==> src/include/srr_pkg.sv <==
/*
  Shared constants and types for the status reporting registers of one
  output channel: bit positions, value limits, command set and carriers.
  Assumes the command decoder turns each host status command into one
  srr_cmd_t and the regulation loop supplies the live flags as levels.
*/
package srr_pkg;

  localparam int unsigned SRR_REG_W = 16;

  // Operation group bit positions
  localparam int unsigned OP_CURR_REG_BIT = 10;
  localparam int unsigned OP_VOLT_REG_BIT = 8;
  // Questionable group bit positions
  localparam int unsigned QS_CURR_ERR_BIT = 13;
  localparam int unsigned QS_VOLT_ERR_BIT = 12;
  localparam int unsigned QS_CURR_MODE_BIT = 1;
  localparam int unsigned QS_VOLT_MODE_BIT = 0;
  // Status byte summary positions
  localparam int unsigned SB_OP_SUM_BIT = 7;
  localparam int unsigned SB_QS_SUM_BIT = 3;

  // Largest legal value of the operation registers (sum of weights)
  localparam logic [15:0] OP_VALUE_MAX = 16'h0521;
  // Only the error flags may reach the questionable event latch
  localparam logic [15:0] QS_LATCH_MASK = 16'h3000;
  localparam logic [15:0] OP_LATCH_MASK = 16'h0500;
  localparam logic [15:0] REG_ZERO      = 16'h0000;
  localparam logic [15:0] EN_RESET      = 16'h0000;

  typedef enum logic [3:0] {
    SRR_RD_OP_COND,
    SRR_RD_OP_EN,
    SRR_WR_OP_EN,
    SRR_RD_OP_EVT,
    SRR_RD_QS_COND,
    SRR_RD_QS_EN,
    SRR_WR_QS_EN,
    SRR_RD_QS_EVT,
    SRR_PRESET,
    SRR_WR_OP_COND,
    SRR_WR_OP_EVT,
    SRR_WR_QS_COND,
    SRR_WR_QS_EVT
  } srr_cmd_op_t;

  typedef struct packed {
    srr_cmd_op_t op;
    logic [15:0] data;
  } srr_cmd_t;

  // Live flags from the regulation loop, asynchronous to ref_clk
  typedef struct packed {
    logic current_regulation_flag;
    logic voltage_regulation_flag;
    logic current_error_flag;
    logic voltage_error_flag;
    logic current_mode_indicator;
    logic voltage_mode_indicator;
  } srr_live_t;

  localparam int unsigned LIVE_W = $bits(srr_live_t);

endpackage : srr_pkg

==> src/hw/srr_status_regs.sv <==
/*
  Operation and questionable status register groups for one channel,
  with condition, event latch and enable mask per group and the two
  status byte summary bits. Assumes one command per srr_cmd_t pulse
  from the command parser, and live flags from the analog side.
*/
// Notes on behaviour
// - Operation condition follows regulation state live
// - Bit 10 current regulation, bit 8 voltage
// - Operation values stay within zero to 1313
// - One means active, zero means inactive
// - Bit 7 ORs enabled operation events
// - Operation enable mask reads back unchanged
// - Operation event latch read-only, holds events
// - Reading operation events returns then clears
// - Preset zeroes both condition registers
// - Bit 13 current error, bit 12 voltage
// - Bit 1 current mode, bit 0 voltage
// - Only error bits latch as questionable events
// - Questionable events read-only, clear on read
// - Bit 3 ORs enabled questionable events
// - Both mode bits may be set together
module srr_status_regs #(
  parameter int unsigned REG_W = 16
) (
  // Clock and reset
  input  wire logic              ref_clk,
  input  wire logic              srst,
  // Host command port
  input  wire logic              cmd_valid,
  input  wire srr_pkg::srr_cmd_t cmd,
  output logic                   rsp_valid,
  output logic [REG_W-1:0]       rsp_data,
  output logic                   cmd_refused,
  // Live regulation flags
  input  wire srr_pkg::srr_live_t live_flags,
  // Status byte summaries
  output logic                   op_summary,
  output logic                   ques_summary,
  output logic [7:0]             status_summary
);
  import srr_pkg::*;

  if (REG_W != SRR_REG_W) begin : g_bad_width
    $error("srr_status_regs: REG_W must equal SRR_REG_W");
  end

  // Flag synchroniser: s1 feeds s2 only
  logic [LIVE_W-1:0] sync1_r, sync2_r, sync3_r, stable_r;
  logic [LIVE_W-1:0] sync1_nxt, sync2_nxt, sync3_nxt, stable_nxt;
  srr_live_t         live_s;

  always_comb begin
    sync1_nxt  = live_flags;
    sync2_nxt  = sync1_r;
    sync3_nxt  = sync2_r;
    // A change counts once the second and third stage agree
    stable_nxt = (~(sync2_r ^ sync3_r) & sync2_r) | ((sync2_r ^ sync3_r) & stable_r);
  end

  always_ff @(posedge ref_clk) begin
    if (srst) begin
      sync1_r  <= '0;
      sync2_r  <= '0;
      sync3_r  <= '0;
      stable_r <= '0;
    end else begin
      sync1_r  <= sync1_nxt;
      sync2_r  <= sync2_nxt;
      sync3_r  <= sync3_nxt;
      stable_r <= stable_nxt;
    end
  end

  assign live_s = srr_live_t'(stable_r);

  // Command decode
  function automatic logic is_cmd(input logic v, input srr_cmd_t c, input srr_cmd_op_t o);
    is_cmd = v && (c.op == o);
  endfunction : is_cmd

  logic preset_cmd, rd_op_evt, rd_qs_evt;
  assign preset_cmd = is_cmd(cmd_valid, cmd, SRR_PRESET);
  assign rd_op_evt  = is_cmd(cmd_valid, cmd, SRR_RD_OP_EVT);
  assign rd_qs_evt  = is_cmd(cmd_valid, cmd, SRR_RD_QS_EVT);

  // Register state
  logic [REG_W-1:0] op_cond_r, op_en_r, op_evt_r, qs_cond_r, qs_en_r, qs_evt_r;
  logic [REG_W-1:0] op_cond_nxt, op_en_nxt, op_evt_nxt, qs_cond_nxt, qs_en_nxt, qs_evt_nxt;
  logic [REG_W-1:0] op_live, qs_live;
  logic [REG_W-1:0] rsp_data_nxt;
  logic             rsp_valid_nxt, refused_nxt, op_sum_nxt, qs_sum_nxt;
  logic             op_sum_r, qs_sum_r, rsp_valid_r, refused_r;
  logic [REG_W-1:0] rsp_data_r;

  always_comb begin
    op_live = REG_ZERO;
    qs_live = REG_ZERO;
    op_live[OP_CURR_REG_BIT]  = live_s.current_regulation_flag;
    op_live[OP_VOLT_REG_BIT]  = live_s.voltage_regulation_flag;
    qs_live[QS_CURR_ERR_BIT]  = live_s.current_error_flag;
    qs_live[QS_VOLT_ERR_BIT]  = live_s.voltage_error_flag;
    // Both mode bits pass independently, settling shows both set
    qs_live[QS_CURR_MODE_BIT] = live_s.current_mode_indicator;
    qs_live[QS_VOLT_MODE_BIT] = live_s.voltage_mode_indicator;

    // Preset blanks conditions for one cycle; they then follow again
    op_cond_nxt = preset_cmd ? REG_ZERO : op_live;
    qs_cond_nxt = preset_cmd ? REG_ZERO : qs_live;

    // New rising edge wins over a clear in the same cycle
    op_evt_nxt = (rd_op_evt ? REG_ZERO : op_evt_r)
               | (op_cond_nxt & ~op_cond_r & OP_LATCH_MASK);
    qs_evt_nxt = (rd_qs_evt ? REG_ZERO : qs_evt_r)
               | (qs_cond_nxt & ~qs_cond_r & QS_LATCH_MASK);

    op_en_nxt     = op_en_r;
    qs_en_nxt     = qs_en_r;
    rsp_valid_nxt = 1'b0;
    rsp_data_nxt  = REG_ZERO;
    refused_nxt   = 1'b0;
    if (cmd_valid) begin
      unique case (cmd.op)
        SRR_RD_OP_COND: begin
          rsp_valid_nxt = 1'b1;
          rsp_data_nxt  = op_cond_r;
        end
        SRR_RD_OP_EN: begin
          rsp_valid_nxt = 1'b1;
          rsp_data_nxt  = op_en_r;
        end
        SRR_WR_OP_EN: begin
          // Out-of-range mask refused, old mask kept
          if (cmd.data <= OP_VALUE_MAX) begin
            op_en_nxt = cmd.data;
          end else begin
            refused_nxt = 1'b1;
          end
        end
        SRR_RD_OP_EVT: begin
          rsp_valid_nxt = 1'b1;
          rsp_data_nxt  = op_evt_r;
        end
        SRR_RD_QS_COND: begin
          rsp_valid_nxt = 1'b1;
          rsp_data_nxt  = qs_cond_r;
        end
        SRR_RD_QS_EN: begin
          rsp_valid_nxt = 1'b1;
          rsp_data_nxt  = qs_en_r;
        end
        SRR_WR_QS_EN: begin
          qs_en_nxt = cmd.data;
        end
        SRR_RD_QS_EVT: begin
          rsp_valid_nxt = 1'b1;
          rsp_data_nxt  = qs_evt_r;
        end
        SRR_PRESET: begin
          rsp_valid_nxt = 1'b0;
        end
        SRR_WR_OP_COND, SRR_WR_OP_EVT, SRR_WR_QS_COND, SRR_WR_QS_EVT: begin
          refused_nxt = 1'b1;
        end
        // Codes past the command set are refused, nothing changes
        default: begin
          refused_nxt = 1'b1;
        end
      endcase
    end

    // Summaries track the registers they are built from
    op_sum_nxt = |(op_evt_nxt & op_en_nxt);
    qs_sum_nxt = |(qs_evt_nxt & qs_en_nxt);
  end

  always_ff @(posedge ref_clk) begin
    if (srst) begin
      op_cond_r   <= REG_ZERO;
      op_en_r     <= EN_RESET;
      op_evt_r    <= REG_ZERO;
      qs_cond_r   <= REG_ZERO;
      qs_en_r     <= EN_RESET;
      qs_evt_r    <= REG_ZERO;
      rsp_valid_r <= 1'b0;
      rsp_data_r  <= REG_ZERO;
      refused_r   <= 1'b0;
      op_sum_r    <= 1'b0;
      qs_sum_r    <= 1'b0;
    end else begin
      op_cond_r   <= op_cond_nxt;
      op_en_r     <= op_en_nxt;
      op_evt_r    <= op_evt_nxt;
      qs_cond_r   <= qs_cond_nxt;
      qs_en_r     <= qs_en_nxt;
      qs_evt_r    <= qs_evt_nxt;
      rsp_valid_r <= rsp_valid_nxt;
      rsp_data_r  <= rsp_data_nxt;
      refused_r   <= refused_nxt;
      op_sum_r    <= op_sum_nxt;
      qs_sum_r    <= qs_sum_nxt;
    end
  end

  assign rsp_valid    = rsp_valid_r;
  assign rsp_data     = rsp_data_r;
  assign cmd_refused  = refused_r;
  assign op_summary   = op_sum_r;
  assign ques_summary = qs_sum_r;

  always_comb begin
    status_summary = 8'h00;
    status_summary[SB_OP_SUM_BIT] = op_sum_r;
    status_summary[SB_QS_SUM_BIT] = qs_sum_r;
  end

  // Checks
  chk_op_cond_live: assert property (@(posedge ref_clk) disable iff (srst)
    !$past(preset_cmd) |-> op_cond_r[OP_CURR_REG_BIT] == $past(stable_r[LIVE_W-1]))
    else $error("operation condition does not follow current regulation");

  chk_op_unused_zero: assert property (@(posedge ref_clk) disable iff (srst)
    (op_cond_r & ~OP_LATCH_MASK) == REG_ZERO)
    else $error("unused operation condition bit set");

  chk_op_rsp_range: assert property (@(posedge ref_clk) disable iff (srst)
    $rose(rsp_valid_r) && $past(cmd.op) != SRR_RD_QS_EN && $past(cmd.op) != SRR_RD_QS_EVT
      && $past(cmd.op) != SRR_RD_QS_COND |-> rsp_data_r <= OP_VALUE_MAX)
    else $error("operation value out of range");

  chk_op_summary: assert property (@(posedge ref_clk) disable iff (srst)
    op_summary == |(op_evt_r & op_en_r))
    else $error("operation summary mismatch");

  chk_op_en_readback: assert property (@(posedge ref_clk) disable iff (srst)
    is_cmd(cmd_valid, cmd, SRR_WR_OP_EN) && cmd.data <= OP_VALUE_MAX ##1
      is_cmd(cmd_valid, cmd, SRR_RD_OP_EN) |=> rsp_valid && rsp_data == $past(cmd.data, 2))
    else $error("operation enable does not read back");

  chk_op_evt_hold: assert property (@(posedge ref_clk) disable iff (srst)
    !$past(rd_op_evt) |-> (op_evt_r & $past(op_evt_r)) == $past(op_evt_r))
    else $error("operation event lost without a read");

  chk_op_evt_clear: assert property (@(posedge ref_clk) disable iff (srst)
    rd_op_evt && op_cond_r == op_live |=> rsp_data == $past(op_evt_r) && op_evt_r == REG_ZERO)
    else $error("operation event read did not clear");

  chk_preset_zero: assert property (@(posedge ref_clk) disable iff (srst)
    preset_cmd |=> op_cond_r == REG_ZERO && qs_cond_r == REG_ZERO)
    else $error("preset did not zero conditions");

  chk_qs_latch_only: assert property (@(posedge ref_clk) disable iff (srst)
    (qs_evt_r & ~QS_LATCH_MASK) == REG_ZERO)
    else $error("non-error bit latched as questionable event");

  chk_qs_summary: assert property (@(posedge ref_clk) disable iff (srst)
    ques_summary == |(qs_evt_r & qs_en_r))
    else $error("questionable summary mismatch");

  chk_evt_on_rise: assert property (@(posedge ref_clk) disable iff (srst)
    $rose(qs_cond_r[QS_CURR_ERR_BIT]) |-> qs_evt_r[QS_CURR_ERR_BIT])
    else $error("rising current error not latched");

  chk_write_ignored: assert property (@(posedge ref_clk) disable iff (srst)
    is_cmd(cmd_valid, cmd, SRR_WR_OP_EVT) && !rd_op_evt && op_cond_r == op_live
      |=> op_evt_r == $past(op_evt_r) && cmd_refused)
    else $error("event write was not ignored");

endmodule : srr_status_regs

==> config.mk <==
export PLATFORM = sky130hd
export DESIGN_NAME = srr_status_regs
export DESIGN_NICKNAME = d
export VERILOG_FILES = /design/src/include/srr_pkg.sv /design/src/hw/srr_status_regs.sv
export SDC_FILE = /design/constraint.sdc
export NUM_CORES = 1
export LEC_CHECK = 0
export BUFFER_PORTS_ARGS = -buffer_cell sky130_fd_sc_hd__buf_2
export CAP_MARGIN = 20
export CORE_ASPECT_RATIO = 0.9
export CORE_MARGIN = 2
export CORE_UTILIZATION = 26
export CTS_CLUSTER_SIZE = 10
export DETAILED_ROUTE_END_ITERATION = 16
export GPL_ROUTABILITY_DRIVEN = 0
export GPL_TIMING_DRIVEN = 1
export PLACE_DENSITY = 0.5
export REMOVE_ABC_BUFFERS = 1
export SYNTH_ARGS = -nofsm -noshare
export SYNTH_HDL_FRONTEND = slang
export SYNTH_SLANG_ARGS = --single-unit
export TNS_END_PERCENT = 10
==> constraint.sdc <==
create_clock -name ref_clk -period 4.3 [get_ports ref_clk]
set_input_delay 0.215 -clock ref_clk [delete_from_list [all_inputs] [get_ports ref_clk]]
set_output_delay 0.215 -clock ref_clk [all_outputs]
set_load 0.02 [all_outputs]
# Yosys cells after proc, flatten, opt, wreduce, memory -nomap -nowiden
# Cells that the tools add are included.
[totals] wordCells=60 mem_bits_rw=0 memories=0 latch_bits=0 romBits=0 reg_bits=133
[classes] addsub=0 div=0 n_reduce_logical=9 shift=0 n_lt_le_gt_ge=1 bitwise_logic=14 muxes=13 mul=0 n_eq_ne=8
[op_table] op="two-way mux 16 bit" n=7
[op_table] op="case mux 16 bit (6 select lines)" n=1
[op_table] op="bitwise AND 16 bit" n=2
[op_table] op="OR reduction 16 bit" n=2
[op_table] op="== test 4 x 3 -> 1 bit, second input constant" n=4
[op_table] op="<= comparator 16 x 11 -> 1 bit, second input constant" n=1
[op_table] op="bitwise OR 16 x 11 -> 16 bit" n=1
[op_table] op="bitwise OR 16 x 14 -> 16 bit" n=1
[op_table] op="bitwise AND 14 bit" n=1
[op_table] op="two-way mux 14 bit" n=1
[op_table] op="inverter 14 bit" n=1
[op_table] op="bitwise AND 6 bit" n=2
[op_table] op="bitwise AND 11 bit" n=1
[op_table] op="two-way mux 11 bit" n=1
[op_table] op="inverter 11 bit" n=1
[op_table] op="== test 4 x 2 -> 1 bit, second input constant" n=2
[op_table] op="OR reduction 8 bit" n=1
[op_table] op="inverter 6 bit" n=1
[op_table] op="bitwise OR 6 bit" n=1
[op_table] op="OR reduction 6 bit" n=1
[op_table] op="bitwise XOR 6 bit" n=1
[op_table] op="== test 4 x 1 -> 1 bit, second input constant" n=1
[op_table] op="== test 4 bit, second input constant" n=1
[op_table] op="logical NOT 4 bit" n=1
[op_table] op="5 further kinds" n=8

# Logic depth before layout (Yosys ltp)
[depth] word_depth=7 depth_mapped=10

# Least setup slack after synthesis
# No wires, ideal clock.
[synth_path] kind="input to register" start="in cmd_valid" end="reg qs_sum_r (netlist: ques_summary)" required_ns=4.168 setup_slack_ns=2.180 setup_time_ns=0.132 stages=9 t_arrival_ns=1.988 n_path_buf=2 cell_sequence="buf_2 inv_1 or3b_1 buf_2 mux2_4 a222oi_1 o2111ai_1 o31ai_1 a21oi_1"
[synth_between] elab_chain_len=6
[synth_lines] item="start: declaration" line_no="srr_status_regs.sv:30" rtl="input wire logic cmd_valid,"
[synth_lines] item="logical AND 1 bit" line_no="srr_status_regs.sv:79" rtl="is_cmd = v && (c.op == o);"
[synth_lines] item="two-way mux 14 bit" line_no="srr_status_regs.sv:109" rtl="qs_cond_nxt = preset_cmd ? REG_ZERO : qs_live;"
[synth_lines] item="bitwise AND 14 bit" line_no="srr_status_regs.sv:115" rtl="| (qs_cond_nxt & ~qs_cond_r & QS_LATCH_MASK);"
[synth_lines] item="bitwise OR 16 x 14 -> 16 bit" line_no="srr_status_regs.sv:115"
[synth_lines] item="bitwise AND 16 bit *" line_no="srr_status_regs.sv:174" rtl="qs_sum_nxt = |(qs_evt_nxt & qs_en_nxt);"
[synth_lines] item="OR reduction 16 bit *" line_no="srr_status_regs.sv:174"
[synth_lines] item="end signal: assignment" line_no="srr_status_regs.sv:201" rtl="qs_sum_r <= qs_sum_nxt;"
[synth_lines] item="end: declaration" line_no="srr_status_regs.sv:93" rtl="logic op_sum_r, qs_sum_r, rsp_valid_r, refused_r;"
# Mark *: on every way between the ends. The rest lies on a longest branch, timed or not.
# A chain may end at the register's enable or synchronous reset.

# Worst setup path in the final report
[layout_path] start="in cmd[16] (netlist bit)" end="reg qs_sum_r (netlist: ques_summary)"
[layout_between] elab_chain_len=7
[layout_lines] item="start: declaration" line_no="srr_status_regs.sv:31" rtl="input wire srr_pkg::srr_cmd_t cmd,"
[layout_lines] item="== test 4 bit" line_no="srr_status_regs.sv:79"
[layout_lines] item="logical AND 1 bit" line_no="srr_status_regs.sv:79"
[layout_lines] item="two-way mux 14 bit" line_no="srr_status_regs.sv:109"
[layout_lines] item="bitwise AND 14 bit" line_no="srr_status_regs.sv:115"
[layout_lines] item="bitwise OR 16 x 14 -> 16 bit" line_no="srr_status_regs.sv:115"
[layout_lines] item="bitwise AND 16 bit *" line_no="srr_status_regs.sv:174"
[layout_lines] item="OR reduction 16 bit *" line_no="srr_status_regs.sv:174"
# Marked as above.

==> impl_summary.md <==
Power
The largest voltage drop on the vdd net is 0.2775 mV. The part of the power in the clock network is 56.7%. Cell internal power was estimated by the tool at 2136 uW. The switching part of the total power is 20.40%. The leakage power is 0.002064 uW. Of the total power, registers draw 39.9%. Dividing total power by cell area gives a power density of 508.4 nW/um^2.

The power dissipated by switching net loads is 547.3 uW. The proportion of power drawn by combinational gates is 3.3%.

Clocking
The root buffer cell is sky130_fd_sc_hd__clkbuf_16. The H-tree depth reported by CTS is 4. The CTS tree is built. Clock latency on the worst-skew pair, taken at its later pin, is 0.42 ns. The number of hold buffers added after CTS is 0. The deepest clock path buffer count is 2. The tree built by TritonCTS fans out to 114 sinks. The post-CTS clock slew at the launch and capture registers of the worst setup and hold paths is 0.05 ns. The number of instances resized during post-cts repair is 0. Post-CTS timing repair inserted 0 buffers for setup. The total CTS buffers is 17.

Critical path
The critical path in this run is classified as in -> reg. The most critical setup path has its startpoint at cmd[16]. The worst-case reg-to-reg path depth is 5. The kind of end point of the critical path is a register.

The capture point of the worst reg-to-reg path is ques_summary. The setup check on the worst reg-to-reg path leaves a slack of 2.69 ns. The startpoint identified for the worst register-to-register timing path is qs_en_r[10].

The critical-path maximum fanout is 16. STA classifies the critical path startpoint as an input pin. The critical path arrival is 2.72 ns. The data required time at the worst endpoint is 4.58 ns.

Min path
In this run the most critical hold path is launched from live_flags[4]. The cell count of the worst hold path is 2. The path with the worst hold slack has its endpoint at sync1_r[4]. The min-delay analysis places its worst path in the category in -> reg.

Timing
The share of the clock period used by the worst path after layout is 56.65%. The worst relative slew slack is 37.92%. The final count of pins violating max slew is 0.

Setup repair after global routing left no endpoint under its margin. The final-report hold violation count is 0. Timing would allow up to 410.6 MHz. Subtracting the final worst setup slack from the clock period gives 2.436 ns. The maximum clock skew at final layout is 0.008436 ns. The pin slew with the least headroom to its limit is 0.9241 ns. For the final routed database, the setup TNS stands at 0 ns. The setup-violating endpoint count in the final report is 0.

Synth
The library cell with the largest summed area after synthesis is sky130_fd_sc_hd__dfxtp_1. Ranked by instance count, the synthesized netlist is headed by 114 x sky130_fd_sc_hd__dfxtp_1, 39 x sky130_fd_sc_hd__and2_1, 34 x sky130_fd_sc_hd__nor2_1. Synthesis produced a netlist whose cell count is 420. Of the post-synthesis cell area, the dominant cell type holds 54.74%. Among all flip-flop cells after synthesis, the most frequent one is sky130_fd_sc_hd__dfxtp_1. The distinct cell type count after synthesis is 42. Yosys mapped a number of flops with a built-in enable equal to 0. Yosys printed 0 warnings. A synthesized cell averages 9.926 sq um. By area the synthesized netlist is led by sky130_fd_sc_hd__dfxtp_1 55%, sky130_fd_sc_hd__and2_1 5.9%, sky130_fd_sc_hd__a22oi_1 5.0%.

The summed instance area of the synthesized netlist is 4169 sq um. The fraction of the yosys area taken by sequential cells is 54.74%. Yosys instantiated no cell more often than sky130_fd_sc_hd__dfxtp_1. The flop and latch count out of synthesis is 114. The post-synthesis async set-or-reset flop share is 0%.

Detailed routing
The detailed router finished its first iteration with 296 violations. The total number of vias is 3264. The remaining number of nets flagged by the antenna check after routing is 0.

After detailed routing, the total wire length is 11.39 mm. Dividing the detail-routed via count by the number of cells gives 4.737. The number of detailed-routing iterations run before antenna repair is 5. After detailed routing, the average wire length per cell comes to 16.53 microns. In the routed design, unresolved DRC markers number 0.

Floorplanning
The initial utilization of the core area, before any placement, comes to 26.81%. The die covers 17060 sq um. In this run the vertical extent of the chip is 124.1 microns. The top-level I/O count is 57. The placeable core region is 15550 sq um. The row count is 43. The chip width is 137.5 microns.

Global route
The first global-routing pass estimated 17.40 mm of wire. The largest net degree at the start of global routing is 34. After global routing the overflow that remains totals 0.

The total track usage is 14.05%. The initial antenna violation count was 0. The via count of the first global-routing pass was 3150.

Job
The number of max-cap violations is 0.

Final layout
The number of antenna cells inserted is 0. The share of final-layout standard cells stronger than drive strength 1 is 20.94%. The final net count is 503.

The final cell area excluding filler cells is 5278 sq um. From synthesis to final layout, the design area changed by 26.59%.

Placed design
Summing all placed instances gives a cell area of 4623 sq um. The sum of net half-perimeters after detailed placement is 7.737 mm. Buffers placed on the I/O ports in this run total 50.

Status
The flow ran to the end, and the final reports show no timing, DRC or antenna violations.
## cell usage in the layout (no fill, tap or decap), types with 5 or more instances in the layout
cell                        synthesis  layout
sky130_fd_sc_hd__dfxtp_1          114     114
sky130_fd_sc_hd__buf_2              4      50
sky130_fd_sc_hd__and2_1            39      39
sky130_fd_sc_hd__nor2_1            34      34
sky130_fd_sc_hd__a22oi_1           28      28
sky130_fd_sc_hd__nor2b_1           28      28
sky130_fd_sc_hd__a21oi_1           25      25
sky130_fd_sc_hd__nand2_1           21      21
sky130_fd_sc_hd__mux2i_1           19      19
sky130_fd_sc_hd__clkbuf_16          0      17
sky130_fd_sc_hd__inv_1             14      14
sky130_fd_sc_hd__mux2_2             8       8
sky130_fd_sc_hd__buf_4              8       8
sky130_fd_sc_hd__o21ai_0            7       7
sky130_fd_sc_hd__a222oi_1           6       6
sky130_fd_sc_hd__a32oi_1            6       6
sky130_fd_sc_hd__conb_1             1       6
sky130_fd_sc_hd__o22ai_1            5       5
sky130_fd_sc_hd__clkinv_2           0       5
sky130_fd_sc_hd__clkbuf_8           0       5
## area by class of cell
| class | count | area, sq um |
|---|---|---|
| flip-flops and latches | 114 | 2282 |
| clock inverters | 10 | 152.6 |
| fillers | 1595 | 10270 |
| multi-input cells | 269 | 1733 |
| repair buffers | 58 | 310.3 |
| clock buffers | 22 | 494.2 |
| well taps | 202 | 252.7 |
| inverters | 14 | 52.55 |
## routing by layer
layer | vias to the layer above | track usage (%) | routed length, microns
li1 | 1564 | - | -
met1 | 1552 | 19.58 | 5683
met2 | 127 | 19.90 | 4706
met3 | 21 | 3.826 | 787
met4 | 0 | 6.830 | 216
met5 | - | 0 | 0
## cell families (layout without fill, tap and decap cells)
family                 Yosys count  after routing  share of synthesized area, %
other                            1              6                       0.08995
flip-flops                     114            114                         54.74
buffers and inverters           42            104                         4.622
AO/OA/AOI/OAI                   93             93                         15.43
AND/OR/NAND/NOR                142            142                         18.04
multiplexers                    28             28                         7.083
## power groups by stage
stage	logic, uW	clock network, uW	registers (uW)
6_report	89.7	1520	1070
5_1_grt	97.0	1590	1070
4_1_cts	88.3	1540	1070
3_5_place_dp	88.0	0	1090
3_3_place_gp	87.5	0	1090
2_1_floorplan	33.8	0	1090
## sequential cells by signal, summed over array words and instances, names as in the netlist, 2 cells and up, named ones only
signal / cells
qs_cond_r: 4
sync3_r: 6
op_en_r: 16
sync2_r: 6
sync1_r: 6
qs_evt_r: 16
rsp_data: 16
op_cond_r: 2
op_evt_r: 16
qs_en_r: 16
## critical path, stage by stage
cell,delay [ns]
sky130_fd_sc_hd__buf_2,0.13
sky130_fd_sc_hd__and2b_1,0.26
sky130_fd_sc_hd__or3b_1,0.76
sky130_fd_sc_hd__mux2_4,0.45
sky130_fd_sc_hd__a222oi_1,0.39
sky130_fd_sc_hd__o2111ai_1,0.17
sky130_fd_sc_hd__o31ai_1,0.25
sky130_fd_sc_hd__a21oi_1,0.09
## worst max path at each step
stage	end	slack, ns	cells after the start
6_report	ques_summary	1.86	8
3_5_place_dp	ques_summary	1.46	8
2_1_floorplan	op_summary	1.06	7
5_1_grt	ques_summary	1.68	8
3_3_place_gp	ques_summary	1.48	8
4_1_cts	ques_summary	1.87	8
## metrics by stage
stage	util [%]	power (uW)	hold slack (ns)	cells	setup slack, ns
CTS	33.89	2703	0.0005127	688	1.871
detailed placement	29.73	1181	0.4204	656	1.458
finish	33.94	2683	0.009094	689	1.864
floorplan	-	1127	0.2841	397	1.060
global placement	29.73	1180	0.4211	656	1.476
global route	33.94	2758	0.007307	689	1.675
No activity file was read; power rests on OpenSTA's default activity.
